**config.mk**
```make
export PLATFORM = sky130hd
export DESIGN_NAME = event_input_dispatch_sp_limiter
export DESIGN_NICKNAME = d
export VERILOG_FILES = /design/src/event_dispatch_pkg.sv /design/src/event_input_dispatch_sp_limiter.sv /design/src/input_debounce.sv
export VERILOG_INCLUDE_DIRS = /design/src
export SDC_FILE = /design/constraint.sdc
export NUM_CORES = 1
export LEC_CHECK = 0
export ABC_AREA = 1
export BUFFER_PORTS_ARGS = -buffer_cell sky130_fd_sc_hd__buf_2
export CORE_ASPECT_RATIO = 0.8
export CORE_MARGIN = 1.5
export CORE_UTILIZATION = 65
export CTS_BUF_LIST = sky130_fd_sc_hd__clkbuf_8 sky130_fd_sc_hd__clkbuf_16
export DETAILED_ROUTE_END_ITERATION = 8
export PLACE_DENSITY = 0.84
export SLEW_MARGIN = 30
export SYNTH_ARGS = -nofsm -noshare
export SYNTH_HDL_FRONTEND = slang
export SYNTH_SLANG_ARGS = --single-unit
```
**constraint.sdc**
```tcl
create_clock -name clk -period 10 [get_ports clk]
set_input_delay 1.5 -clock clk [delete_from_list [all_inputs] [get_ports clk]]
set_output_delay 1.5 -clock clk [all_outputs]
set_load 0.01 [all_outputs]
```
**src/event_dispatch_consts.svh**
```systemverilog
// Constants for the event input dispatcher and set point limiter.
`ifndef EVENT_DISPATCH_CONSTS_SVH
`define EVENT_DISPATCH_CONSTS_SVH

// Register offsets.
`define OFS_FUNC_SELECT   4'h0
`define OFS_SP_UPPER      4'h1
`define OFS_SP_LOWER      4'h2
`define OFS_SP_VALUE      4'h3
`define OFS_RANGE_UPPER   4'h4
`define OFS_RANGE_LOWER   4'h5
`define OFS_CONTROL       4'h6
`define OFS_STATUS        4'h7
`define OFS_PULSES        4'h8

// Function select field: four bits per input, input n at bits 4n+3..4n.
`define FSEL_WIDTH        4

// Control register bit positions.
`define CTL_DIR_REVERSE   0
`define CTL_RANGE_CHANGE  1
`define CTL_PROG_END_SET  2

// Reset values.
`define RST_SP_UPPER      16'h0514
`define RST_SP_LOWER      16'hFF38
`define RST_SP_VALUE      16'h0000
`define RST_FUNC_SELECT   16'h0000

// Event input debounce: 50 ms at 20 MHz.
`define DEBOUNCE_MS       50
`define CLK_KHZ           20000
`define DEBOUNCE_CYCLES   (`DEBOUNCE_MS * `CLK_KHZ)

`endif

```
**src/event_dispatch_pkg.sv**
```systemverilog
// Types shared by the event input dispatcher files.
package event_dispatch_pkg;

  typedef enum logic [3:0] {
    FN_NONE                       = 4'h0,
    FN_PROGRAM_LAUNCH_ASSIGN      = 4'h1,
    FN_DIRECTION_INVERT_ASSIGN    = 4'h2,
    FN_FULL_AUTOTUNE_ASSIGN       = 4'h3,
    FN_REDUCED_AUTOTUNE_ASSIGN    = 4'h4,
    FN_SETTING_LOCKOUT_ASSIGN     = 4'h5,
    FN_COMM_WRITE_ENABLE_ASSIGN   = 4'h6,
    FN_ALARM_HOLD_RELEASE_ASSIGN  = 4'h7,
    FN_ADAPTIVE_GAIN_REFRESH_ASSIGN = 4'h8,
    FN_SMOOTHING_TUNE_ASSIGN      = 4'h9,
    FN_WATER_COOLING_TUNE_ASSIGN  = 4'hA
  } func_e;

  typedef enum logic [1:0] {
    LIM_IDLE,
    LIM_CLAMP_UPPER,
    LIM_CLAMP_LOWER
  } lim_state_e;

endpackage

```
**src/event_input_dispatch_sp_limiter.sv**
```systemverilog
// Event input function dispatcher with set point limiter.
//
// How it works
// - Program-launch input going active starts the simple program.
// - Program-launch input going inactive resets the program and forces stop.
// - That program reset also clears the program-end output.
// - Direction-invert input active flips the configured direct/reverse direction.
// - Full autotune runs while its input is active, cancels when inactive.
// - Reduced autotune starts on input active, cancels on inactive.
// - Setting-lockout input active refuses parameter changes.
// - Comm-write-enable input active permits communications writes, inactive rejects.
// - Alarm-hold-release input turning active clears all latched alarms.
// - Adaptive-gain-refresh input turning active starts a PID update.
// - Smoothing-tune input active performs filter adjustment, inactive cancels it.
// - Water-cooling-tune adjustment enabled while its input is active.
// - Each of four inputs has its own function selection.
// - Newly entered set points are clamped within the limiter bounds.
// - A bound change that strands the set point replaces it with that bound.
// - Input range change forces limiter bounds back to range limits.
// - Input level changes count only after holding 50 ms.
// - Edge functions act on changes; power-up level counts as an edge.
`timescale 1ns/1ps
`include "event_dispatch_consts.svh"

module event_input_dispatch_sp_limiter #(
  parameter int NUM_INPUTS  = 4,
  parameter int SP_WIDTH    = 16,
  parameter int HOLD_CYCLES = `DEBOUNCE_CYCLES
) (
  // Clock and reset.
  input  wire logic                clk,
  input  wire logic                rst,
  // External event contacts.
  input  wire logic [NUM_INPUTS-1:0] event_in,
  // Register port.
  input  wire logic [3:0]          reg_addr,
  input  wire logic [15:0]         reg_wdata,
  input  wire logic                reg_wr,
  input  wire logic                reg_rd,
  output logic [15:0]              reg_rdata,
  // Control outputs.
  output logic                     program_run,
  output logic                     program_reset,
  output logic                     force_stop,
  output logic                     program_end,
  output logic                     direction_reverse,
  output logic                     full_autotune_run,
  output logic                     reduced_autotune_run,
  output logic                     setting_locked,
  output logic                     comm_write_ok,
  output logic                     alarm_latch_clear,
  output logic                     pid_update_start,
  output logic                     filter_adjust_run,
  output logic                     water_cooling_adjust_en,
  output logic [SP_WIDTH-1:0]      setpoint
);

  logic [NUM_INPUTS-1:0] lvl;
  logic [NUM_INPUTS-1:0] lvl_prev_q;
  logic                  first_q;
  logic [NUM_INPUTS-1:0] rise;
  logic [NUM_INPUTS-1:0] fall;

  genvar gi;
  generate
    for (gi = 0; gi < NUM_INPUTS; gi++)
    begin : g_in
      input_debounce #(
        .HOLD_CYCLES (HOLD_CYCLES)
      ) u_deb (
        .clk       (clk),
        .rst       (rst),
        .raw_in    (event_in[gi]),
        .level_out (lvl[gi])
      );
      // The first cycle after reset counts the present level as an edge.
      assign rise[gi] = lvl[gi] & (~lvl_prev_q[gi] | first_q);
      assign fall[gi] = ~lvl[gi] & (lvl_prev_q[gi] | first_q);
    end
  endgenerate

  // Configuration state.
  logic [15:0]         fsel_q;
  logic [15:0]         fsel_d;
  logic [SP_WIDTH-1:0] sp_hi_q;
  logic [SP_WIDTH-1:0] sp_hi_d;
  logic [SP_WIDTH-1:0] sp_lo_q;
  logic [SP_WIDTH-1:0] sp_lo_d;
  logic [SP_WIDTH-1:0] sp_q;
  logic [SP_WIDTH-1:0] sp_d;
  logic [SP_WIDTH-1:0] rng_hi_q;
  logic [SP_WIDTH-1:0] rng_hi_d;
  logic [SP_WIDTH-1:0] rng_lo_q;
  logic [SP_WIDTH-1:0] rng_lo_d;
  logic                dir_cfg_q;
  logic                dir_cfg_d;
  logic [15:0]         rdata_q;
  logic [15:0]         rdata_d;
  logic [SP_WIDTH-1:0] wsp;

  // Function outputs.
  logic prun_q, prun_d, program_launch_assign_q, program_launch_assign_d, fstop_q, fstop_d, pend_q, pend_d;
  logic dir_q, dir_d, fat_q, fat_d, rat_q, rat_d, lock_q, lock_d;
  logic comm_q, comm_d, aclr_q, aclr_d, pidu_q, pidu_d, filt_q, filt_d, wcool_q, wcool_d;

  event_dispatch_pkg::func_e fn;

  always_comb
  begin
    prun_d  = prun_q;
    program_launch_assign_d  = 1'b0;
    fstop_d = 1'b0;
    pend_d  = pend_q;
    dir_d   = dir_cfg_q;
    fat_d   = fat_q;
    rat_d   = rat_q;
    lock_d  = 1'b0;
    comm_d  = 1'b0;
    aclr_d  = 1'b0;
    pidu_d  = 1'b0;
    filt_d  = filt_q;
    wcool_d = 1'b0;
    fn      = event_dispatch_pkg::FN_NONE;
    for (int i = 0; i < NUM_INPUTS; i++)
    begin
      fn = event_dispatch_pkg::func_e'(fsel_q[i*`FSEL_WIDTH +: `FSEL_WIDTH]);
      case (fn)
        event_dispatch_pkg::FN_PROGRAM_LAUNCH_ASSIGN:
        begin
          if (rise[i])
          begin
            prun_d = 1'b1;
          end
          if (fall[i])
          begin
            prun_d  = 1'b0;
            program_launch_assign_d  = 1'b1;
            fstop_d = 1'b1;
            pend_d  = 1'b0;
          end
        end
        event_dispatch_pkg::FN_DIRECTION_INVERT_ASSIGN:
        begin
          if (lvl[i])
          begin
            dir_d = ~dir_cfg_q;
          end
        end
        event_dispatch_pkg::FN_FULL_AUTOTUNE_ASSIGN:
        begin
          if (rise[i])
          begin
            fat_d = 1'b1;
          end
          if (fall[i])
          begin
            fat_d = 1'b0;
          end
        end
        event_dispatch_pkg::FN_REDUCED_AUTOTUNE_ASSIGN:
        begin
          if (rise[i])
          begin
            rat_d = 1'b1;
          end
          if (fall[i])
          begin
            rat_d = 1'b0;
          end
        end
        event_dispatch_pkg::FN_SETTING_LOCKOUT_ASSIGN:
        begin
          lock_d = lock_d | lvl[i];
        end
        event_dispatch_pkg::FN_COMM_WRITE_ENABLE_ASSIGN:
        begin
          comm_d = comm_d | lvl[i];
        end
        event_dispatch_pkg::FN_ALARM_HOLD_RELEASE_ASSIGN:
        begin
          aclr_d = aclr_d | rise[i];
        end
        event_dispatch_pkg::FN_ADAPTIVE_GAIN_REFRESH_ASSIGN:
        begin
          pidu_d = pidu_d | rise[i];
        end
        event_dispatch_pkg::FN_SMOOTHING_TUNE_ASSIGN:
        begin
          if (rise[i])
          begin
            filt_d = 1'b1;
          end
          if (fall[i])
          begin
            filt_d = 1'b0;
          end
        end
        event_dispatch_pkg::FN_WATER_COOLING_TUNE_ASSIGN:
        begin
          wcool_d = wcool_d | lvl[i];
        end
        default:
        begin
          // No function: the input is ignored.
          prun_d = prun_d;
        end
      endcase
    end
    // Program end is set by a control register write with CTL_PROG_END_SET; a reset in the same cycle wins over it.
    if (reg_wr && reg_addr == `OFS_CONTROL && reg_wdata[`CTL_PROG_END_SET] && !program_launch_assign_d)
    begin
      pend_d = 1'b1;
    end
  end

  // Clamp a written value into the limiter window.
  function automatic logic [SP_WIDTH-1:0] clamp(input logic [SP_WIDTH-1:0] v,
                                                input logic [SP_WIDTH-1:0] lo,
                                                input logic [SP_WIDTH-1:0] hi);
    logic [SP_WIDTH-1:0] r;
    r = v;
    if ($signed(v) > $signed(hi))
    begin
      r = hi;
    end
    else if ($signed(v) < $signed(lo))
    begin
      r = lo;
    end
    return r;
  endfunction

  always_comb
  begin
    fsel_d    = fsel_q;
    sp_hi_d   = sp_hi_q;
    sp_lo_d   = sp_lo_q;
    sp_d      = sp_q;
    rng_hi_d  = rng_hi_q;
    rng_lo_d  = rng_lo_q;
    dir_cfg_d = dir_cfg_q;
    rdata_d   = 16'h0000;
    wsp       = reg_wdata[SP_WIDTH-1:0];
    // Lockout refuses every parameter write; reads and the program-end request at CTL_PROG_END_SET still pass.
    if (reg_wr && !lock_q)
    begin
      case (reg_addr)
        `OFS_FUNC_SELECT: fsel_d = reg_wdata;
        `OFS_SP_UPPER:    sp_hi_d = clamp(wsp, sp_lo_q, rng_hi_q);
        `OFS_SP_LOWER:    sp_lo_d = clamp(wsp, rng_lo_q, sp_hi_q);
        `OFS_SP_VALUE:    sp_d = clamp(wsp, sp_lo_q, sp_hi_q);
        `OFS_RANGE_UPPER: rng_hi_d = wsp;
        `OFS_RANGE_LOWER: rng_lo_d = wsp;
        `OFS_CONTROL:
        begin
          dir_cfg_d = reg_wdata[`CTL_DIR_REVERSE];
          if (reg_wdata[`CTL_RANGE_CHANGE])
          begin
            sp_hi_d = rng_hi_q;
            sp_lo_d = rng_lo_q;
          end
        end
        default:
        begin
          rdata_d = 16'h0000;
        end
      endcase
    end
    // Pull the set point back inside whenever the window moved past it.
    sp_d = clamp(sp_d, sp_lo_d, sp_hi_d);
    if (reg_rd)
    begin
      case (reg_addr)
        `OFS_FUNC_SELECT: rdata_d = fsel_q;
        `OFS_SP_UPPER:    rdata_d = 16'(sp_hi_q);
        `OFS_SP_LOWER:    rdata_d = 16'(sp_lo_q);
        `OFS_SP_VALUE:    rdata_d = 16'(sp_q);
        `OFS_RANGE_UPPER: rdata_d = 16'(rng_hi_q);
        `OFS_RANGE_LOWER: rdata_d = 16'(rng_lo_q);
        `OFS_CONTROL:     rdata_d = {15'h0000, dir_cfg_q};
        `OFS_STATUS:      rdata_d = {3'h0, wcool_q, filt_q, comm_q, lock_q, rat_q, fat_q, dir_q, pend_q,
                                     prun_q, lvl_prev_q};
        default:          rdata_d = 16'h0000;
      endcase
    end
  end

  always_ff @(posedge clk)
  begin
    if (rst)
    begin
      lvl_prev_q <= '0;
      first_q    <= 1'b1;
      fsel_q     <= `RST_FUNC_SELECT;
      sp_hi_q    <= SP_WIDTH'(`RST_SP_UPPER);
      sp_lo_q    <= SP_WIDTH'(`RST_SP_LOWER);
      sp_q       <= SP_WIDTH'(`RST_SP_VALUE);
      rng_hi_q   <= SP_WIDTH'(`RST_SP_UPPER);
      rng_lo_q   <= SP_WIDTH'(`RST_SP_LOWER);
      dir_cfg_q  <= 1'b0;
      rdata_q    <= 16'h0000;
      {prun_q, program_launch_assign_q, fstop_q, pend_q, dir_q, fat_q, rat_q} <= 7'h00;
      {lock_q, comm_q, aclr_q, pidu_q, filt_q, wcool_q}      <= 6'h00;
    end
    else
    begin
      lvl_prev_q <= lvl;
      first_q    <= 1'b0;
      fsel_q     <= fsel_d;
      sp_hi_q    <= sp_hi_d;
      sp_lo_q    <= sp_lo_d;
      sp_q       <= sp_d;
      rng_hi_q   <= rng_hi_d;
      rng_lo_q   <= rng_lo_d;
      dir_cfg_q  <= dir_cfg_d;
      rdata_q    <= rdata_d;
      {prun_q, program_launch_assign_q, fstop_q, pend_q, dir_q, fat_q, rat_q} <= {prun_d, program_launch_assign_d, fstop_d, pend_d, dir_d, fat_d, rat_d};
      {lock_q, comm_q, aclr_q, pidu_q, filt_q, wcool_q}      <= {lock_d, comm_d, aclr_d, pidu_d, filt_d, wcool_d};
    end
  end

  assign reg_rdata               = rdata_q;
  assign program_run             = prun_q;
  assign program_reset           = program_launch_assign_q;
  assign force_stop              = fstop_q;
  assign program_end             = pend_q;
  assign direction_reverse       = dir_q;
  assign full_autotune_run       = fat_q;
  assign reduced_autotune_run    = rat_q;
  assign setting_locked          = lock_q;
  assign comm_write_ok           = comm_q;
  assign alarm_latch_clear       = aclr_q;
  assign pid_update_start        = pidu_q;
  assign filter_adjust_run       = filt_q;
  assign water_cooling_adjust_en = wcool_q;
  assign setpoint                = sp_q;

endmodule

```
**src/input_debounce.sv**
```systemverilog
// Debounce filter for one event input: accepts a level only after it holds steadily.
`timescale 1ns/1ps
`include "event_dispatch_consts.svh"

module input_debounce #(
  parameter int HOLD_CYCLES = `DEBOUNCE_CYCLES
) (
  // Clock and reset.
  input  wire logic clk,
  input  wire logic rst,
  // Raw contact and filtered level.
  input  wire logic raw_in,
  output logic      level_out
);

  localparam int CW = $clog2(HOLD_CYCLES + 1);

  logic [CW-1:0] cnt_q;
  logic [CW-1:0] cnt_d;
  logic          level_q;
  logic          level_d;

  // The counter only runs while the raw level differs from the accepted one, so short glitches restart it.
  always_comb
  begin
    cnt_d   = '0;
    level_d = level_q;
    if (raw_in != level_q)
    begin
      if (cnt_q == CW'(HOLD_CYCLES - 1))
      begin
        level_d = raw_in;
      end
      else
      begin
        cnt_d = cnt_q + CW'(1);
      end
    end
  end

  always_ff @(posedge clk)
  begin
    if (rst)
    begin
      cnt_q   <= '0;
      level_q <= 1'b0;
    end
    else
    begin
      cnt_q   <= cnt_d;
      level_q <= level_d;
    end
  end

  assign level_out = level_q;

endmodule

```
# After elaboration in Yosys (flattened, before gate mapping)
# Cells that the tools add are included.
[word_totals]
reg_bits = 214
out_inout_bits = 45
[op_classes]
add_sub_neg = 4
n_lt_le_gt_ge = 6
eq_ne = 55
n_mux = 110
bitwise = 45
reduce_logical = 20
[ops]
columns = ["cell", "count"]
rows = [
  ["16-bit two-way mux", 13],
  ["16-bit case mux with 8 select lines", 1],
  ["1-bit two-way mux", 94],
  ["20-bit by 1-bit adder with 20-bit output, second input constant", 4],
  ["20-bit equality test, second input constant", 4],
  ["4-bit by 3-bit equality test with 1-bit output, second input constant", 20],
  ["16-bit case mux with 2 select lines", 2],
  ["4-bit equality test, second input constant", 12],
  ["16-bit greater-than comparator", 3],
  ["16-bit < comparator", 3],
  ["4-bit by 2-bit equality test with 1-bit output, second input constant", 10],
  ["1-bit OR", 23],
  ["4-bit by 1-bit equality test with 1-bit output, second input constant", 5],
  ["2-bit AND reduction", 8],
  ["1-bit NOT", 14],
  ["3-bit OR reduction", 4],
  ["1-bit bitwise AND", 8],
  ["1-bit logical AND", 4],
  ["4-bit zero test", 1],
  ["1-bit inequality test", 4],
  ["1-bit zero test", 2],
  ["2-bit OR reduction", 1],
]

# Longest topological paths before layout
# Gate-level depths: netlist (run 1).
[logic_depth]
word_depth = 15
mapped_depth = 34

# By module
# A second synthesis (run 1) with hierarchy kept.
[hier_totals]
hier_cells = 2043
hier_area_um2 = 13890.8
[modules_own_cells]
columns = ["mod", "n_inst", "cells_each", "area_each_um2", "seq_area_each_um2"]
rows = [
  ["event_input_dispatch_sp_limiter", 1, 1381, 9265.1, 2602.5],
  ["input_debounce (g_in[0].u_deb ...)", 3, 165, 1171.1, 420.4],
  ["input_debounce (g_in[3].u_deb)", 1, 167, 1112.3, 420.4],
]

# Worst setup path after synthesis (run 1)
# OpenSTA, ideal clock, no wires.
[synth_path]
path_kind = "input -> register"
from = "input reg_wdata[15]"
to = "register sp_q[11], in the netlist setpoint[11]"
setup_ns = 0.059
t_arrival_ns = 5.293
t_required_ns = 9.941
path_slack_ns = 4.648
cell_stages = 26
cell_sequence = "ha_1 a21oi_1 o21ai_0 nor2_1 nand2_1 nand2_2 nand2_4 inv_1 clkbuf_1 o21ai_0 or2_2 a31oi_1 ha_1 nand2_1 inv_1 a221oi_1 nor2_1 o21ai_0 a31oi_1 a2111oi_0 o21ai_0 nand2_1 inv_1 nor2_2 o211ai_1 nand2_1"
[synth_between]
elab_chain_len = 8
elab_cells_between_ends = 19
classes_between = "order compare: 6; mux: 13"
[synth_lines]
columns = ["item", "line_no", "rtl"]
rows = [
  ["from (decl)", "event_input_dispatch_sp_limiter.sv:37", "input wire logic [15:0] reg_wdata,"],
  ["16-bit < comparator", "event_input_dispatch_sp_limiter.sv:226", "else if ($signed(v) < $signed(lo))"],
  ["16-bit two-way mux", "event_input_dispatch_sp_limiter.sv:226", ""],
  ["16-bit two-way mux", "event_input_dispatch_sp_limiter.sv:222", "if ($signed(v) > $signed(hi))"],
  ["16-bit case mux with 2 select lines / 16-bit two-way mux (equally long branches)", "event_input_dispatch_sp_limiter.sv:247", "case (reg_addr)"],
  ["16-bit two-way mux", "event_input_dispatch_sp_limiter.sv:245", "if (reg_wr && !lock_q)"],
  ["16-bit < comparator", "event_input_dispatch_sp_limiter.sv:226", ""],
  ["16-bit two-way mux", "event_input_dispatch_sp_limiter.sv:226", ""],
  ["16-bit two-way mux (*)", "event_input_dispatch_sp_limiter.sv:222", ""],
  ["to (signal assigned)", "event_input_dispatch_sp_limiter.sv:297", "sp_q <= SP_WIDTH'(`RST_SP_VALUE);"],
  ["to (signal assigned)", "event_input_dispatch_sp_limiter.sv:312", "sp_q <= sp_d;"],
  ["to (decl)", "event_input_dispatch_sp_limiter.sv:89", "logic [SP_WIDTH-1:0] sp_q;"],
]
# Mark *: on every way between the ends. The rest lies on a longest branch, timed or not.
# A chain may end at the register's enable or synchronous reset.

# Final worst setup path (run 1)
[layout_path]
from = "input reg_addr[2]"
to = "register sp_q[5], in the netlist setpoint[5]"
[layout_between]
elab_chain_len = 6
elab_cells_between_ends = 14
classes_between = "order compare: 2; eq/ne: 4; mux: 8"
[layout_lines]
columns = ["item", "line_no", "rtl"]
rows = [
  ["from (decl)", "event_input_dispatch_sp_limiter.sv:36", "input wire logic [3:0] reg_addr,"],
  ["4-bit by 3-bit equality test with 1-bit output / 4-bit by 2-bit equality test with 1-bit output (equally long branches)", "event_input_dispatch_sp_limiter.sv:247", ""],
  ["16-bit case mux with 2 select lines / 16-bit two-way mux (equally long branches)", "event_input_dispatch_sp_limiter.sv:247", ""],
  ["16-bit two-way mux", "event_input_dispatch_sp_limiter.sv:245", ""],
  ["16-bit < comparator", "event_input_dispatch_sp_limiter.sv:226", ""],
  ["16-bit two-way mux", "event_input_dispatch_sp_limiter.sv:226", ""],
  ["16-bit two-way mux (*)", "event_input_dispatch_sp_limiter.sv:222", ""],
]
# Marks and branches as above.

==> impl_metrics.tcl, run 1 <==
set metrics [dict create \
    required_ps 10450 \
    placed_area_mm2 0.0133 \
    r2r_cells 26 \
    power_mw 2.47 \
    drive_above_1_share_pct 8.88 \
    synthDistinctLibCells 48 \
    drt_iter0_drc 2158 \
    coreArea_mm2 0.0191 \
    power_density_mw_per_mm2 176 \
    place_ws_ps 2990 \
    grt-ovfl-total 0 \
    combPwrFrac_pct 27.5 \
    fp.dieW_um 160 \
    cts.htree.levels 1 \
    synth-async-reset-ratio_pct 0 \
    setup_ws_ps 3090 \
    holdWs_ps 447 \
    skew_ps 13.6 \
    synth-edff-count 0 \
    cts.hold.buffers_added 0 \
    start_kind "input pin" \
    first_pass_iters 6 \
    hpwl_um 32200 \
    ant_nets 0 \
    finalCritPeriodShare_pct 69.1 \
    min-delay-start "g_in[1].u_deb.cnt_q[0]" \
    swShare_pct 35.2 \
    drc 0 \
    rr_endpoint "setpoint[5]" \
    ioPinCount 73 \
    place.gp.congestion 1.08 \
    tightest_slew_ps 977 \
    netlist.area_leader.share_pct 33.6 \
    final_area_mm2 0.0140 \
    crit_type "input pin to flip-flop" \
    drv_slew 0 \
    routedWlPerCell_um 19.9 \
    worst_ir_drop_vdd_mv 0.134 \
    viasPerCell 6.32 \
    wl_um 43100 \
    cts_root_buf "clkbuf_16" \
    crit_arrival_ps 7370 \
    seqPwrFrac_pct 38.3 \
    reg2reg_setup_slack_ps 4010 \
    synth_flop_cell "dfxtp_1" \
    numCtsBuffers 22 \
    status "finished clean" \
    ctsResizeCount 0 \
    num_antenna_cells 0 \
    avgSynthCellArea_um2 6.93 \
    clk_pin_slew_ps 60 \
    max_slew_margin_pct 34.6 \
    grt_pass1_wl_um 67000 \
    crit_fanout 18 \
    nets 2012 \
    cts_tree "done" \
    insertion_delay_ps 520 \
    grt_pass1_vias 12600 \
    antenna_found_initial 2 \
    power_switching_mw 0.869 \
    final_cell_mix "326 x nand2_1, 252 x inv_1, 214 x dfxtp_1" \
    areaGrowthSynthToFinish_pct 9.88 \
    fmax_mhz 145 \
    setup_violations 0 \
    fin_crit_ps 6910 \
    vias 13700 \
    grtUsageTotal_pct 41.4 \
    hold_viol 0 \
    synth-seq-area-share_pct 33.6 \
    r2r-start "rng_hi_q[9]" \
    cts_sinks 214 \
    grt_setup_unrepaired "no" \
    cts_max_path_buffers 3 \
    yosysTopAreaCell "dfxtp_1" \
    endpoint_kind "flip-flop" \
    syn_nets 1965 \
    synth_area_leaders "dfxtp_1 34%, nand2_1 9.6%, ha_1 9.5%" \
    fp.dieH_um 128 \
    synth_cells 1840 \
    num_rows 45 \
    final_common_cell "nand2_1" \
    p_clk_share_pct 34.2 \
    synth_area_mm2 0.0128 \
    start_util_pct 66.8 \
    p_int_mw 1.60 \
    grt_start_max_net_pins 71 \
    leakage_nw 6.07 \
    yosysWarningCount 0 \
    min_path_type "flip-flop to flip-flop" \
    ys_seq_elements 214 \
    post_cts_buffers 0 \
    hold_end "g_in[1].u_deb.cnt_q[0]" \
    io_buffers 72 \
    max_cap_violations 0 \
    fill_cells 1620 \
    hold_depth 1 \
    die_area_mm2 0.0205 \
    fin_tns_setup_ps 0 \
]
-- metal layers --
layer	wire length, µm	global-route usage, %
met1	17700	55.9
met2	17700	62.4
met3	5810	10.7
met4	1880	18.3
met5	0	0
-- worst max-delay path, stage by stage --
cell and delay [ps]:
buf_2 120, inv_1 50, nor2_1 200, inv_1 110
nor2_2 670, inv_1 180, nor2_1 210, nand2_1 470
o21ai_1 240, buf_4 270, o22ai_1 100, a31oi_1 330
ha_1 300, nand2_1 80, inv_1 60, a221oi_1 250
nor2_1 60, o21ai_0 160, a31oi_1 120, a2111oi_0 360
o21ai_0 130, nand2_1 290, inv_1 330, nor2_2 490
o211ai_1 180, nand2_1 80
-- layout make-up --
cell class,instances,area [µm²],area share (%)
flip-flops and latches,214,4280,30.6
repair buffers,82,435,3.11
multi-input cells,1308,7250,51.7
clock inverters,14,128,0.911
clock buffers,26,617,4.40
inverters,259,977,6.97
well taps,258,323,2.30
-- through the flow --
step | instances | utilization [%]
3_3_place_gp | 2121 | 69.5
2_1_floorplan | 1840 | -
3_5_place_dp | 2121 | 69.5
5_1_grt | 2161 | 73.4
6_report | 2161 | 73.4
4_1_cts | 2161 | 73.4
-- synthesized netlist by cell type, types with 36 or more instances --
| cell type | n |
|---|---|
| nand3_1 | 74 |
| o22ai_1 | 59 |
| o21ai_0 | 127 |
| dfxtp_1 | 214 |
| o211ai_1 | 36 |
| a21oi_1 | 147 |
| ha_1 | 97 |
| nor2_1 | 204 |
| clkbuf_1 | 47 |
| nor3_1 | 37 |
| nand2_1 | 326 |
| inv_1 | 249 |
-- worst max-delay path by stage --
stage / slack (ps) / start / end / cells after the start
final: 3090 / reg_addr[2] / setpoint[5] / 26
after CTS: 3480 / reg_addr[2] / setpoint[1] / 26
after global placement: 3390 / reg_addr[2] / setpoint[6] / 26
after floorplan: 4650 / reg_wdata[15] / setpoint[11] / 26
after detailed placement: 2990 / reg_addr[2] / setpoint[1] / 26
after global routing: 2840 / reg_addr[2] / setpoint[11] / 26
-- state kept, by name, summed over array words and instances, names as in the netlist, 4 cells and up --
register	count
sp_hi_q	16
g_in.u_deb.level_out	4
reg_rdata	16
rng_hi_q	16
lvl_prev_q	4
fsel_q	16
rng_lo_q	16
sp_lo_q	16
setpoint	16
g_in.u_deb.cnt_q	80
-- kinds of logic after synthesis --
group | Yosys count | synth area share [%]
compound gates | 486 | 22.6
buf+inv | 318 | 9.62
flops | 214 | 33.6
simple gates | 718 | 24.1
fa+ha+maj | 97 | 9.52
xor+xnor | 7 | 0.481
-- power groups by stage --
| stage | registers (mW) | clock network [mW] | logic [mW] |
|---|---|---|---|
| final | 0.947 | 0.844 | 0.679 |
| after global routing | 0.946 | 0.880 | 0.727 |
| after CTS | 0.942 | 0.846 | 0.647 |
| after detailed placement | 0.960 | 0 | 0.642 |
| after global placement | 0.960 | 0 | 0.616 |
| after floorplan | 0.953 | 0 | 0.436 |
No activity file was read; power rests on OpenSTA's default activity.
==> inputs of run 2 (changes only) <==
Settings changed: ABC_AREA 1 to 0, CORE_UTILIZATION 65 to 62, PLACE_DENSITY 0.84 to 0.81.
Clock period 10 ns to 6.8 ns, I/O delays scaled along.
==> run 2 against run 1 <==
  * The run now ends with DRC left
  * Largest power group unchanged
  * Clock-buffer cell count unchanged
  * Wire length up 6.6%
  * Via count down 5.2%
==> impl_metrics.tcl, run 2 <==
set metrics [dict create \
    status "complete, but fails checks" \
    failed_checks "DRC" \
    grt-ovfl-total 0 \
    synth-edff-count 0 \
    synth_adder_area_share_pct 9.32 \
    cts_tree "done" \
    max_slew_margin_pct 40.5 \
    required_ps 7230 \
    drt_iter0_drc 2052 \
    combPwrFrac_pct 23.0 \
    yosys.area_share.simple_pct 21.6 \
    yosysTopAreaCell "dfxtp_1" \
    place.gp.congestion 1.07 \
    hold_end "g_in[1].u_deb.cnt_q[0]" \
    cts.hold.buffers_added 0 \
    cts_root_buf "clkbuf_16" \
    synth_top_family_by_area "compound AO/OA/AOI/OAI gates" \
    avgSynthCellArea_um2 8.19 \
    multi_input_area_mm2 0.00802 \
    routedWlPerCell_um 23.8 \
    final_common_cell "dfxtp_1" \
    io_buffers 72 \
    fill_cells 1721 \
    seqPwrFrac_pct 39.8 \
    syn_nets 1714 \
    hold_viol 0 \
    fin_tns_setup_ps 0 \
    synthMuxAreaShare_pct 2.98 \
    hpwl_um 34000 \
    min-delay-start "g_in[1].u_deb.cnt_q[0]" \
    start_kind "input pin" \
    power_switching_mw 1.09 \
    num_antenna_cells 0 \
    p_int_mw 2.37 \
    first_pass_iters 9 \
    ant_nets 0 \
    reg2reg_setup_slack_ps 960 \
    r2r_cells 20 \
    ctsResizeCount 0 \
    power_density_mw_per_mm2 238 \
    fp.dieH_um 133 \
    leakage_nw 5.84 \
    grt_pass1_vias 11700 \
    cts_sinks 214 \
    setup_ws_ps 800 \
    place_ws_ps 462 \
    antenna_found_initial 1 \
    wl_um 46000 \
    cts.htree.levels 1 \
    fp.dieW_um 165 \
    r2r-start "sp_lo_q[5]" \
    finalCritPeriodShare_pct 88.2 \
    busiest_layer "met1" \
    min_path_type "flip-flop to flip-flop" \
    insertion_delay_ps 520 \
    yosysMostFrequentCell "dfxtp_1" \
    gr-usage-met1_pct 59.8 \
    synth_xor_area_share_pct 4.71 \
    synth_area_leaders "dfxtp_1 33%, ha_1 9.3%, nand2_1 5.5%" \
    synth_compound_area_share_pct 22.8 \
    synthDistinctLibCells 83 \
    start_util_pct 63.1 \
    startpoint "reg_wdata[5]" \
    synth_cells 1589 \
    fmax_mhz 167 \
    synth-seq-area-share_pct 32.9 \
    endpoint_kind "flip-flop" \
    largest-register "g_in.u_deb.cnt_q" \
    drv_slew 0 \
    synth_area_mm2 0.0130 \
    ys_seq_elements 214 \
    cts_max_path_buffers 3 \
    synth-async-reset-ratio_pct 0 \
    grt_pass1_wl_um 69400 \
    grtUsageMet3_pct 17.5 \
    numCtsBuffers 23 \
    p_clk_share_pct 37.1 \
    netlist.area_leader.share_pct 32.9 \
    yosys-top-cells-count "214 x dfxtp_1, 190 x nand2_1, 170 x nor2_1" \
    max_cap_violations 0 \
    rr_endpoint "setpoint[5]" \
    clk_pin_slew_ps 60 \
    grt_setup_unrepaired "no" \
    regArea_mm2 0.00428 \
    areaGrowthSynthToFinish_pct 11.4 \
    crit_arrival_ps 6430 \
    nets 1777 \
    final_cell_mix "214 x dfxtp_1, 190 x nand2_1, 170 x nor2_1" \
    gr-usage-met2_pct 55.4 \
    ioPinCount 73 \
    coreArea_mm2 0.0206 \
    grtUsageTotal_pct 41.7 \
    synth_flop_cell "dfxtp_1" \
    die_area_mm2 0.0219 \
    drc 14 \
    viasPerCell 6.69 \
    hold_depth 1 \
    crit_type "input pin to flip-flop" \
    setup_violations 0 \
    tightest_slew_ps 893 \
    post_cts_buffers 0 \
    swShare_pct 31.4 \
    grt_start_max_net_pins 51 \
    worst_ir_drop_vdd_mv 0.271 \
    drive_above_1_share_pct 12.7 \
    vias 12900 \
    crit_fanout 10 \
    yosysWarningCount 0 \
    skew_ps 11.7 \
    num_rows 47 \
    fin_crit_ps 6000 \
    largest_register_ffs 80 \
]
## run 2: worst max-delay path by stage
stage                               to  depth (start not counted)
after floorplan           setpoint[14]                         22
after global placement    setpoint[15]                         20
after detailed placement   setpoint[7]                         19
after CTS                  setpoint[5]                         19
after global routing      setpoint[10]                         20
final                      setpoint[5]                         20
## run 2: metrics by stage
stage               cell area [µm²]  power, mW  utilization [%]  cells  hold WS, ps
floorplan                     13000       1.89                -   1589          426
global placement              13800       2.15             66.6   1896          440
detailed placement            13800       2.17             66.6   1896          452
CTS                           14500       3.43             70.3   1935          466
global route                  14500       3.58             70.3   1935          479
finish                        14500       3.46             70.3   1935          462
## run 2: per-layer routing
metal  vias up  wire length (µm)  part of all wire [%]
met5         -                 0                     0
met4         0              1800                   3.9
met3       123              7160                    16
met2       846             17600                    38
met1      6078             19400                    42
li1       5898                 -                     -
## run 2: critical path: stages
cell and delay (ps):
buf_2 190, ha_1 320, a211oi_1 60, o21ai_0 470
o22a_1 330, a21oi_2 80, a31oi_2 360, buf_4 250
mux2_4 320, a31o_2 290, ha_1 190, a21o_1 150
a21o_1 170, a2111oi_0 460, nor3_1 110, or4_1 600
or3_1 470, a21oi_4 350, nand2_1 110, o2111ai_1 120
## run 2: cells by family (layout without fill, tap and decap cells)
kind of cell	count (synthesis)	in the layout
AOI/OAI and AO/OA	390	390
muxes	36	36
xor gates and xnor gates	70	70
buffers and inverters	189	266
adders and majority gates	97	97
and+or+nand+nor	593	593
DFF	214	214
## run 2: layout make-up
cell class | instances | area share [%]
sequential | 214 | 29.5
clock buffer | 26 | 4.25
tap | 269 | 2.32
timing repair buffer | 116 | 4.78
clock inverter | 13 | 0.974
multi-input combinational | 1186 | 55.3
inverter | 111 | 2.87
## run 2: power by group through the flow
stage          combinational [mW]  sequential (mW)  clock [mW]
2_1_floorplan               0.519             1.37           0
3_5_place_dp                0.771             1.40           0
3_3_place_gp                0.757             1.40           0
5_1_grt                     0.870             1.38        1.33
6_report                    0.797             1.38        1.29
4_1_cts                     0.774             1.37        1.29
